<file path="src/rtl/op_decode_pkg.sv">
`default_nettype none
package op_decode_pkg;
    // instruction word layout
    localparam int INSN_W = 12;
    localparam int DATA_W = 8;
    localparam int FADDR_W = 5;
    localparam int D_BIT = 5;
    // opcode matches (upper bits of the word)
    localparam logic [5:0] INC_SKIP_PAT = 6'h0F;  // 0011 11
    localparam logic [5:0] OR_FILE_PAT = 6'h04;   // 0001 00
    localparam logic [3:0] OR_LIT_PAT = 4'hD;     // 1101
    // values after reset
    localparam logic [7:0] ACC_RESET = 8'h00;
    localparam logic [4:0] FADDR_RESET = 5'h00;
    // operation classes
    typedef enum logic [1:0] {
        OP_NONE = 2'b00,
        OP_INC_SKIP = 2'b01,
        OP_OR_FILE = 2'b11,
        OP_OR_LIT = 2'b10
    } op_class_t;
endpackage
`default_nettype wire

</file>
<file path="src/rtl/op_classifier.sv">
`timescale 1ns/1ps
`default_nettype none
// sorts one instruction word into an operation class
module op_classifier (
    // instruction word
    input wire logic [11:0] insn_in,
    // class result
    output var op_decode_pkg::op_class_t class_out
);
    // match the fixed opcode bits
    always_comb
    begin
        if (insn_in[11:6] == op_decode_pkg::INC_SKIP_PAT)
            class_out = op_decode_pkg::OP_INC_SKIP;
        else if (insn_in[11:6] == op_decode_pkg::OR_FILE_PAT)
            class_out = op_decode_pkg::OP_OR_FILE;
        else if (insn_in[11:8] == op_decode_pkg::OR_LIT_PAT)
            class_out = op_decode_pkg::OP_OR_LIT;
        else
            class_out = op_decode_pkg::OP_NONE;
    end
endmodule
`default_nettype wire

</file>
<file path="src/rtl/incr_skip_and_or_exec.sv">
`timescale 1ns/1ps
`default_nettype none
// Operation
// - increment file register, result to accumulator or file by d, flags kept
// - zero increment result discards fetched next instruction, runs a no-op instead
// - or literal: accumulator OR 8-bit literal into accumulator, zero flag, one cycle
// - or file: accumulator OR file register to accumulator or file by d
module incr_skip_and_or_exec (
    // clock and reset
    input wire logic clock_in,
    input wire logic reset_n_in,
    // instruction from fetch stage
    input wire logic insn_valid_in,
    input wire logic [11:0] insn_in,
    // register file read data for the addressed file
    input wire logic [7:0] file_rdata_in,
    // zero flag value held by the core
    input wire logic zero_flag_in,
    // register file read address, combinational from the current word
    output logic [4:0] file_raddr_out,
    // register file write port
    output logic file_we_out,
    output logic [4:0] file_waddr_out,
    output logic [7:0] file_wdata_out,
    // accumulator
    output logic [7:0] acc_out,
    // zero flag update
    output logic zero_we_out,
    output logic zero_flag_out,
    // fetch pipeline: flush pulse and no-op cycle marker
    output logic flush_out,
    output logic nop_cycle_out
);
    op_decode_pkg::op_class_t op_class;

    typedef struct packed {
        logic [7:0] acc;
        logic file_we;
        logic [4:0] file_waddr;
        logic [7:0] file_wdata;
        logic zero_we;
        logic zero_flag;
        logic flush;
        logic skip;
    } state_t;

    state_t st_r;
    state_t st_nxt;
    logic [7:0] sum;
    logic [7:0] orv;

    op_classifier u_class (
        .insn_in(insn_in),
        .class_out(op_class)
    );

    // read address taken straight from the word (file not a registered output)
    assign file_raddr_out = insn_in[4:0];

    // datapath results
    always_comb
    begin
        sum = file_rdata_in + 8'h01;
        if (op_class == op_decode_pkg::OP_OR_LIT)
            orv = st_r.acc | insn_in[7:0];
        else
            orv = st_r.acc | file_rdata_in;
    end

    // next state
    always_comb
    begin
        st_nxt = st_r;
        st_nxt.file_we = 1'b0;
        st_nxt.zero_we = 1'b0;
        st_nxt.flush = 1'b0;
        // a pending skip waits for the next valid word, so a fetch bubble cannot absorb it
        st_nxt.skip = st_r.skip && !insn_valid_in;
        st_nxt.zero_flag = zero_flag_in;
        st_nxt.file_waddr = insn_in[4:0];
        if (st_r.skip)
        begin
            // discarded word executes as a no-op
        end
        else if (insn_valid_in)
        begin
            case (op_class)
                op_decode_pkg::OP_INC_SKIP:
                begin
                    if (insn_in[op_decode_pkg::D_BIT])
                    begin
                        st_nxt.file_we = 1'b1;
                        st_nxt.file_wdata = sum;
                    end
                    else
                        st_nxt.acc = sum;
                    if (sum == 8'h00)
                    begin
                        st_nxt.flush = 1'b1;
                        st_nxt.skip = 1'b1;
                    end
                end
                op_decode_pkg::OP_OR_LIT:
                begin
                    st_nxt.acc = orv;
                    st_nxt.zero_we = 1'b1;
                    st_nxt.zero_flag = (orv == 8'h00);
                end
                op_decode_pkg::OP_OR_FILE:
                begin
                    if (insn_in[op_decode_pkg::D_BIT])
                    begin
                        st_nxt.file_we = 1'b1;
                        st_nxt.file_wdata = orv;
                    end
                    else
                        st_nxt.acc = orv;
                    st_nxt.zero_we = 1'b1;
                    st_nxt.zero_flag = (orv == 8'h00);
                end
                default:
                begin
                end
            endcase
        end
    end

    // state register
    always_ff @(posedge clock_in or negedge reset_n_in)
    begin
        if (!reset_n_in)
        begin
            st_r <= '0;
            st_r.acc <= op_decode_pkg::ACC_RESET;
            st_r.file_waddr <= op_decode_pkg::FADDR_RESET;
        end
        else
            st_r <= st_nxt;
    end

    assign acc_out = st_r.acc;
    assign file_we_out = st_r.file_we;
    assign file_waddr_out = st_r.file_waddr;
    assign file_wdata_out = st_r.file_wdata;
    assign zero_we_out = st_r.zero_we;
    assign zero_flag_out = st_r.zero_flag;
    assign flush_out = st_r.flush;
    assign nop_cycle_out = st_r.skip;

    // checks on the increment-and-skip path
    a_inc_no_flags: assert property (@(posedge clock_in)
        disable iff (!reset_n_in)
        (insn_valid_in && !st_r.skip && op_class == op_decode_pkg::OP_INC_SKIP)
        |=> !zero_we_out)
        else $error("increment touched zero flag");
    a_inc_file_sum: assert property (@(posedge clock_in)
        disable iff (!reset_n_in)
        (insn_valid_in && !st_r.skip && op_class == op_decode_pkg::OP_INC_SKIP
        && insn_in[op_decode_pkg::D_BIT])
        |=> file_we_out && file_wdata_out == $past(file_rdata_in) + 8'h01)
        else $error("increment to file wrong");
    a_inc_acc_sum: assert property (@(posedge clock_in)
        disable iff (!reset_n_in)
        (insn_valid_in && !st_r.skip && op_class == op_decode_pkg::OP_INC_SKIP
        && !insn_in[op_decode_pkg::D_BIT])
        |=> !file_we_out && acc_out == $past(file_rdata_in) + 8'h01)
        else $error("increment to accumulator wrong");
    a_skip_flush: assert property (@(posedge clock_in)
        disable iff (!reset_n_in)
        (insn_valid_in && !st_r.skip && op_class == op_decode_pkg::OP_INC_SKIP
        && file_rdata_in == 8'hFF) |=> flush_out ##1 !file_we_out && !zero_we_out)
        else $error("zero increment did not skip");
    a_no_skip_nonzero: assert property (@(posedge clock_in)
        disable iff (!reset_n_in)
        (insn_valid_in && !st_r.skip && op_class == op_decode_pkg::OP_INC_SKIP
        && file_rdata_in != 8'hFF) |=> !flush_out)
        else $error("skip on nonzero result");
    a_skip_nop_mark: assert property (@(posedge clock_in)
        disable iff (!reset_n_in)
        flush_out |-> nop_cycle_out)
        else $error("flush without no-op slot");
    a_skip_drops_word: assert property (@(posedge clock_in)
        disable iff (!reset_n_in)
        (nop_cycle_out && insn_valid_in)
        |=> !file_we_out && !zero_we_out && !flush_out && !nop_cycle_out
        && acc_out == $past(acc_out))
        else $error("skipped word took effect");
    // checks on the two or operations
    a_or_lit_acc: assert property (@(posedge clock_in)
        disable iff (!reset_n_in)
        (insn_valid_in && !st_r.skip && op_class == op_decode_pkg::OP_OR_LIT)
        |=> acc_out == ($past(acc_out) | $past(insn_in[7:0])) && zero_we_out)
        else $error("or literal wrong");
    a_or_file_dest: assert property (@(posedge clock_in)
        disable iff (!reset_n_in)
        (insn_valid_in && !st_r.skip && op_class == op_decode_pkg::OP_OR_FILE
        && !insn_in[op_decode_pkg::D_BIT])
        |=> acc_out == ($past(acc_out) | $past(file_rdata_in)) && !file_we_out)
        else $error("or file to accumulator wrong");
    a_or_file_wr: assert property (@(posedge clock_in)
        disable iff (!reset_n_in)
        (insn_valid_in && !st_r.skip && op_class == op_decode_pkg::OP_OR_FILE
        && insn_in[op_decode_pkg::D_BIT])
        |=> file_we_out && acc_out == $past(acc_out))
        else $error("or file to file wrong");
    a_or_file_data: assert property (@(posedge clock_in)
        disable iff (!reset_n_in)
        (insn_valid_in && !st_r.skip && op_class == op_decode_pkg::OP_OR_FILE
        && insn_in[op_decode_pkg::D_BIT])
        |=> file_wdata_out == ($past(acc_out) | $past(file_rdata_in))
        && file_waddr_out == $past(insn_in[4:0]))
        else $error("or file write data wrong");
    // zero flag follows whichever result was written
    a_zero_value: assert property (@(posedge clock_in)
        disable iff (!reset_n_in)
        zero_we_out |-> zero_flag_out == ((file_we_out ? file_wdata_out : acc_out) == 8'h00))
        else $error("zero flag mismatch");
    // scenarios worth seeing
    c_skip: cover property (@(posedge clock_in) disable iff (!reset_n_in) flush_out);
    c_skip_drop: cover property (@(posedge clock_in) disable iff (!reset_n_in)
        nop_cycle_out && insn_valid_in);
    c_or_lit: cover property (@(posedge clock_in) disable iff (!reset_n_in)
        zero_we_out && !file_we_out);
    c_or_file: cover property (@(posedge clock_in) disable iff (!reset_n_in)
        zero_we_out && file_we_out);
endmodule
`default_nettype wire

</file>
<file path="config.mk">
export PLATFORM = sky130hd
export DESIGN_NAME = incr_skip_and_or_exec
export DESIGN_NICKNAME = d
export VERILOG_FILES = /design/src/rtl/op_decode_pkg.sv /design/src/rtl/op_classifier.sv /design/src/rtl/incr_skip_and_or_exec.sv
export SDC_FILE = /design/constraint.sdc
export NUM_CORES = 1
export LEC_CHECK = 0
export ABC_AREA = 1
export BUFFER_PORTS_ARGS = -buffer_cell sky130_fd_sc_hd__buf_2
export CAP_MARGIN = 20
export CELL_PAD_IN_SITES_DETAIL_PLACEMENT = 0
export CELL_PAD_IN_SITES_GLOBAL_PLACEMENT = 1
export CORE_AREA = 4 4 72 74
export DETAILED_ROUTE_END_ITERATION = 10
export DIE_AREA = 0 0 76 78
export GPL_ROUTABILITY_DRIVEN = 1
export PLACE_DENSITY = 0.88
export SLEW_MARGIN = 20
export SYNTH_ARGS = -nofsm -noshare
export SYNTH_HDL_FRONTEND = slang
export SYNTH_SLANG_ARGS = --single-unit
</file>
<file path="constraint.sdc">
create_clock -name clock_in -period 1.3 [get_ports clock_in]
set_input_delay 0.13 -clock clock_in [delete_from_list [all_inputs] [get_ports clock_in]]
set_output_delay 0.13 -clock clock_in [all_outputs]
set_load 0.01 [all_outputs]
</file>
# --- Word-level counts from Yosys, hierarchy flattened ---
# Cells that the tools add are included.
classes:
  addsub: 1
  eq_ne: 10
  muxes: 19
  n_bitwise: 3
  n_reduce_logical: 10
op_table:
  columns: ["cell", "n"]
  rows:
  - ["$mux 8", 5]
  - ["$pmux 8 s3", 1]
  - ["$logic_not 8->1", 2]
  - ["$or 8x8->8", 2]
  - ["$pmux 8 s2", 1]
  - ["$mux 2", 6]
  - ["$reduce_and 5->1", 2]
  - ["$add 8x1->8 const B", 1]
  - ["$mux 4", 2]
  - ["$ne 2x2->1 const B", 4]
  - ["$eq 6x3->1 const B", 1]
  - ["$eq 6x4->1 const B", 1]
  - ["$eq 2x2->1 const B", 2]
  - ["$eq 4x4->1 const B", 1]
  - ["$mux 1", 4]
  - ["$reduce_or 2->1", 2]
  - ["$reduce_bool 3->1", 1]
  - ["$eq 2x1->1 const B", 1]
  - ["$reduce_bool 2->1", 1]
  - ["$logic_and 1x1->1", 1]
  - ["$logic_not 1->1", 1]
  - ["$not 1->1", 1]
word_totals:
  register_bits: 26
  inputBits: 24
  word_cells: 51

# --- Depth between registers and ports, before layout ---
logic_depth:
  word_depth: 10
  mapped_depth: 9
  mapped_depth_nobuf: 9

# --- By module ---
# Synthesis repeated with hierarchy kept, for this count alone.
hier_totals:
  hier_cells: 229
  area_unflattened_um2: 1659.1
modules_own_cells:
  columns: ["mod", "n_inst", "cells_per_inst", "area_each_um2", "seq_area_each_um2"]
  rows:
  - ["incr_skip_and_or_exec", 1, 217, 1601.5, 650.6]
  - ["op_classifier", 1, 12, 57.6, 0.0]

# --- Least setup slack after synthesis ---
# No wires, ideal clock.
synth_timing:
  path_kind: "register to register"
  startpoint: "register st_r (netlist bit nop_cycle_out)"
  endpoint: "register st_r (netlist bit acc_out[0])"
  setup_time_ns: 0.119
  t_arrival_ns: 1.118
  path_slack_ns: 0.063
  path_stages_with_launch: 8
  n_path_buf: 1
  period_less_slack_ns: 1.237
  path_cell_list: "dfrtp_1 inv_1 nand2_1 inv_1 nand3_2 buf_6 nand2_1 o21ai_2"
synth_between:
  elab_chain_cells: 2
synth_lines:
  columns: ["item", "line_no", "source"]
  rows:
  - ["start, declared", "incr_skip_and_or_exec.sv:47", "state_t st_r;"]
  - ["start signal, assigned", "incr_skip_and_or_exec.sv:138", "st_r <= st_nxt;"]
  - ["$not 1->1 (no source line)", null, null]
  - ["$reduce_and 5->1 (no source line)", null, null]
# Every way passes these cells.
# A chain may end at the register's enable or synchronous reset.

# --- Worst setup path after layout ---
layout_timing:
  startpoint: "register st_r (netlist bit nop_cycle_out)"
  endpoint: "register st_r (netlist bit file_wdata_out[5])"
# Same word-level chain as after synthesis.

==> metrics.md <==
| Metric | Value |
|---|---|
| Outcome | finished, final reports clean |
| Total Routing Usage GR | 13.7% |
| Syn_nets | 227 |
| Pwr Density | between 1000 and 1500 mW/mm^2 |
| Syn avg cell area | 7.66 sq um |
| Crit path max fanout | 9 |
| Crit path DAT | 1.37 ns |
| Fraction of registers with async set/reset | 100% |
| Die H | 78 um |
| Layout cell share with drive strength beyond 1 | roughly a third |
| Max stage delay cell, worst path | dfrtp_1 |
| Top cell type's share of synthesized area | 42.0% |
| ANT nets after route | 0 |
| Clock Skew | 0.00338 ns |
| Layout fillers | roughly 480 |
| Area of the multi-input gates | 810 sq um |
| Max Cap Viol | 0 |
| CTS tree | built |
| Overflow after GRT | 0 |
| Achievable Freq | 830 MHz |
| First-pass GRT wire length | about 6700 um |
| Cell Area, Synth | 0.00155 sq mm |
| Max clock buf depth | 2 |
| Hold-critical path depth | 1 |
| Final min period | 1.21 ns |
| Ys flop type | dfrtp_1 |
| H-Tree Depth | 1 |
| Total CTS buffers | 3 |
| Yosys reg bits | 26 |
| Reg2Reg Depth | 7 |
| Initial core utilization | 33.7% |
| Iter 0 DRT Violations | between 100 and 150 |
| Vias per cell | 4.67 |
| Die span in x | roughly 76 um |
| Critical path's largest stage delay | 0.40 ns |
| Crit end category | flip-flop |
| Register area share after synthesis | 42.0% |
| Leak Pwr | approximately 1.2 nW |
| Synth cell count leaders | nand2_1, nor2_1, dfrtp_1 |
| Yosys cell types | 31 |
| Die area | 0.00593 sq mm |
| Setup repair after global routing missed its margin | false |
| Antenna diodes | 0 |
| Crit share post-route | 92.7% |
| # setup viols final | 0 |
| Final hold violations | 0 |
| CTS root buffer | clkbuf_8 |
| WL per Instance | 12.3 um |
| Max transition margin | around three fifths |
| DRC viols | 0 |
| Most used cell, CP | inv_2 |
| Clock latency on the worst-skew pair | 0.27 ns |
| CP required | 1.46 ns |
| DR vias | 1,518 |
| Setup Crit Path Kind | reg -> reg |
| Clock sink count | 26 |
| Synth Warn # | 0 |
| Drt total wl | 4010 um |
| Worst-path cell chain | inv_2, nand2_4, buf_4, nor2_8, inv_2, nand2_1, o21ai_1 |
| Total Power | 2.13 mW |
| Core ar. | 0.00460 sq mm |
| Post-synthesis cell count | 202 |
| Initial antenna violation count | 0 |
| Area leader, netlist | dfrtp_1 |
| Placer's final routability congestion estimate | around 0.87 |
| Hold Path Class | in -> reg |
| Worst-margin pin slew | 0.589 ns |
| Final worst slack | ~0.095 ns |
| Fin area | 0.00207 sq mm |
| Peak supply drop | 0.000366 V |
| Clk slew on worst S/H paths | 0.09 ns |
| Setup Buffers After CTS | 0 |
| Most numerous cell in the Yosys netlist | nand2_1 |
| Pin count of the biggest net entering global routing | 27 |
| I/O pin count | 55 |
| Vias in the first global route | 1,427 |
| 1st-pass router iterations | 4 |
| Area grow syn2layout | 33.5% |
| Hpwl dp | 3190 um |
| Post-synth EDFFs | 0 |
| Storage element area | between 600 and 700 sq um |
| Crit start category | flip-flop |
| Row count | 25 |
| Final Max Tran Viols | 0 |
| Layout Nets | 297 |
| Area after DPL | 0.00193 sq mm |
| Place WS | -0.0662 ns |
| Top cells by area, synth | dfrtp_1, nand2_1, nor2_1 |
| Buffers on Ports | 54 |
==> metal layers <==
metal  GRT usage (%)  share of wire (%)  vias up
li1                -                  -      783
met1            17.8                 45      680
met2            22.9                 47       51
met3            2.67                7.5        4
met4            3.74               0.95        0
met5               0                  0        -
==> kinds of logic after synthesis <==
group | after synthesis | synth area share [%]
DFF | 26 | 42.0
buffers and inverters | 24 | 7.76
and+or+nand+nor | 121 | 36.9
adders and majority gates | 1 | 0.808
xor gates and xnor gates | 4 | 2.26
muxes | 1 | 0.647
AOI/OAI and AO/OA | 25 | 9.54
==> cells in the final DEF (no fill, tap or decap), types with 2 or more instances in the layout <==
master | synthesis | routed
o21ai_0 | 7 | 7
nand3_1 | 12 | 11
nor3_1 | 3 | 2
nand2_1 | 62 | 61
nand3b_1 | 6 | 6
buf_4 | 5 | 13
a21oi_1 | 3 | 3
dfrtp_1 | 26 | 26
nor2_4 | 1 | 2
o211ai_1 | 3 | 3
inv_2 | 2 | 3
nand2_4 | 3 | 4
dlygate4sd3_1 | 0 | 5
nor2_1 | 27 | 26
clkbuf_8 | 0 | 4
nor2_2 | 2 | 2
o21ai_2 | 3 | 3
buf_2 | 1 | 54
xor2_1 | 2 | 2
inv_1 | 14 | 13
nand3_2 | 1 | 2
o21ai_1 | 7 | 7
==> path summary, 6_finish.rpt <==
| kind | slack [ns] | to | start |
|---|---|---|---|
| worst max-delay path | 0.09 | file_wdata_out[5] | nop_cycle_out |
| worst min-delay path | 0.003 | file_waddr_out[4] | insn_in[4] |
| worst max register to register | 0.09 | file_wdata_out[5] | nop_cycle_out |
| worst min register to register | 0.49 | file_wdata_out[0] | file_wdata_out[0] |
| max in group asynchronous | 0.52 | file_wdata_out[7] | reset_n_in |
| min in group asynchronous | 0.39 | file_waddr_out[0] | reset_n_in |
==> worst max-delay path: cells and delay by family, from the launching register on <==
kind            cells  cell delay (ns)
flops               1             0.40
buf+inv             3             0.35
simple gates        3             0.29
compound gates      1             0.06
==> where the power goes <==
part           internal [mW]  switching [mW]  leakage, nW
Combinational          0.260           0.352        0.793
Sequential             0.922          0.0705        0.334
Clock                  0.271           0.258       0.0288
==> repair_timing <==
| item | 4_1_cts | 5_1_grt |
|---|---|---|
| hold buffers | 5 | 0 |
| setup endpoints to repair | 0 | 10 |
| hold endpoints to repair | 30 | 0 |
| resized for setup | 0 | 8 |
==> area by class of cell <==
class	count	share of cell area, %
well taps	54	3.27
multi-input cells	152	39.2
clock buffers	4	2.66
inverters	17	3.21
repair buffers	72	20.2
flip-flops and latches	26	31.5
==> sequential cells by signal (all words and copies together), names as in the netlist <==
register and count:
acc_out 8, file_waddr_out 5, file_wdata_out 8, file_we_out 1, flush_out 1, nop_cycle_out 1
zero_flag_out 1, zero_we_out 1
==> through the flow <==
stage	hold WS [ns]	std cells	setup TNS, ns	util, %
floorplan	-0.166	202	0	-
global route	0.00365	325	0	45.0
finish	0.00264	325	0	45.0
global placement	0.165	316	-0.120	42.0
detailed placement	0.169	316	-0.197	42.0
CTS	0.00498	325	0	44.2
Note: power is estimated with default switching activity, not from simulation.
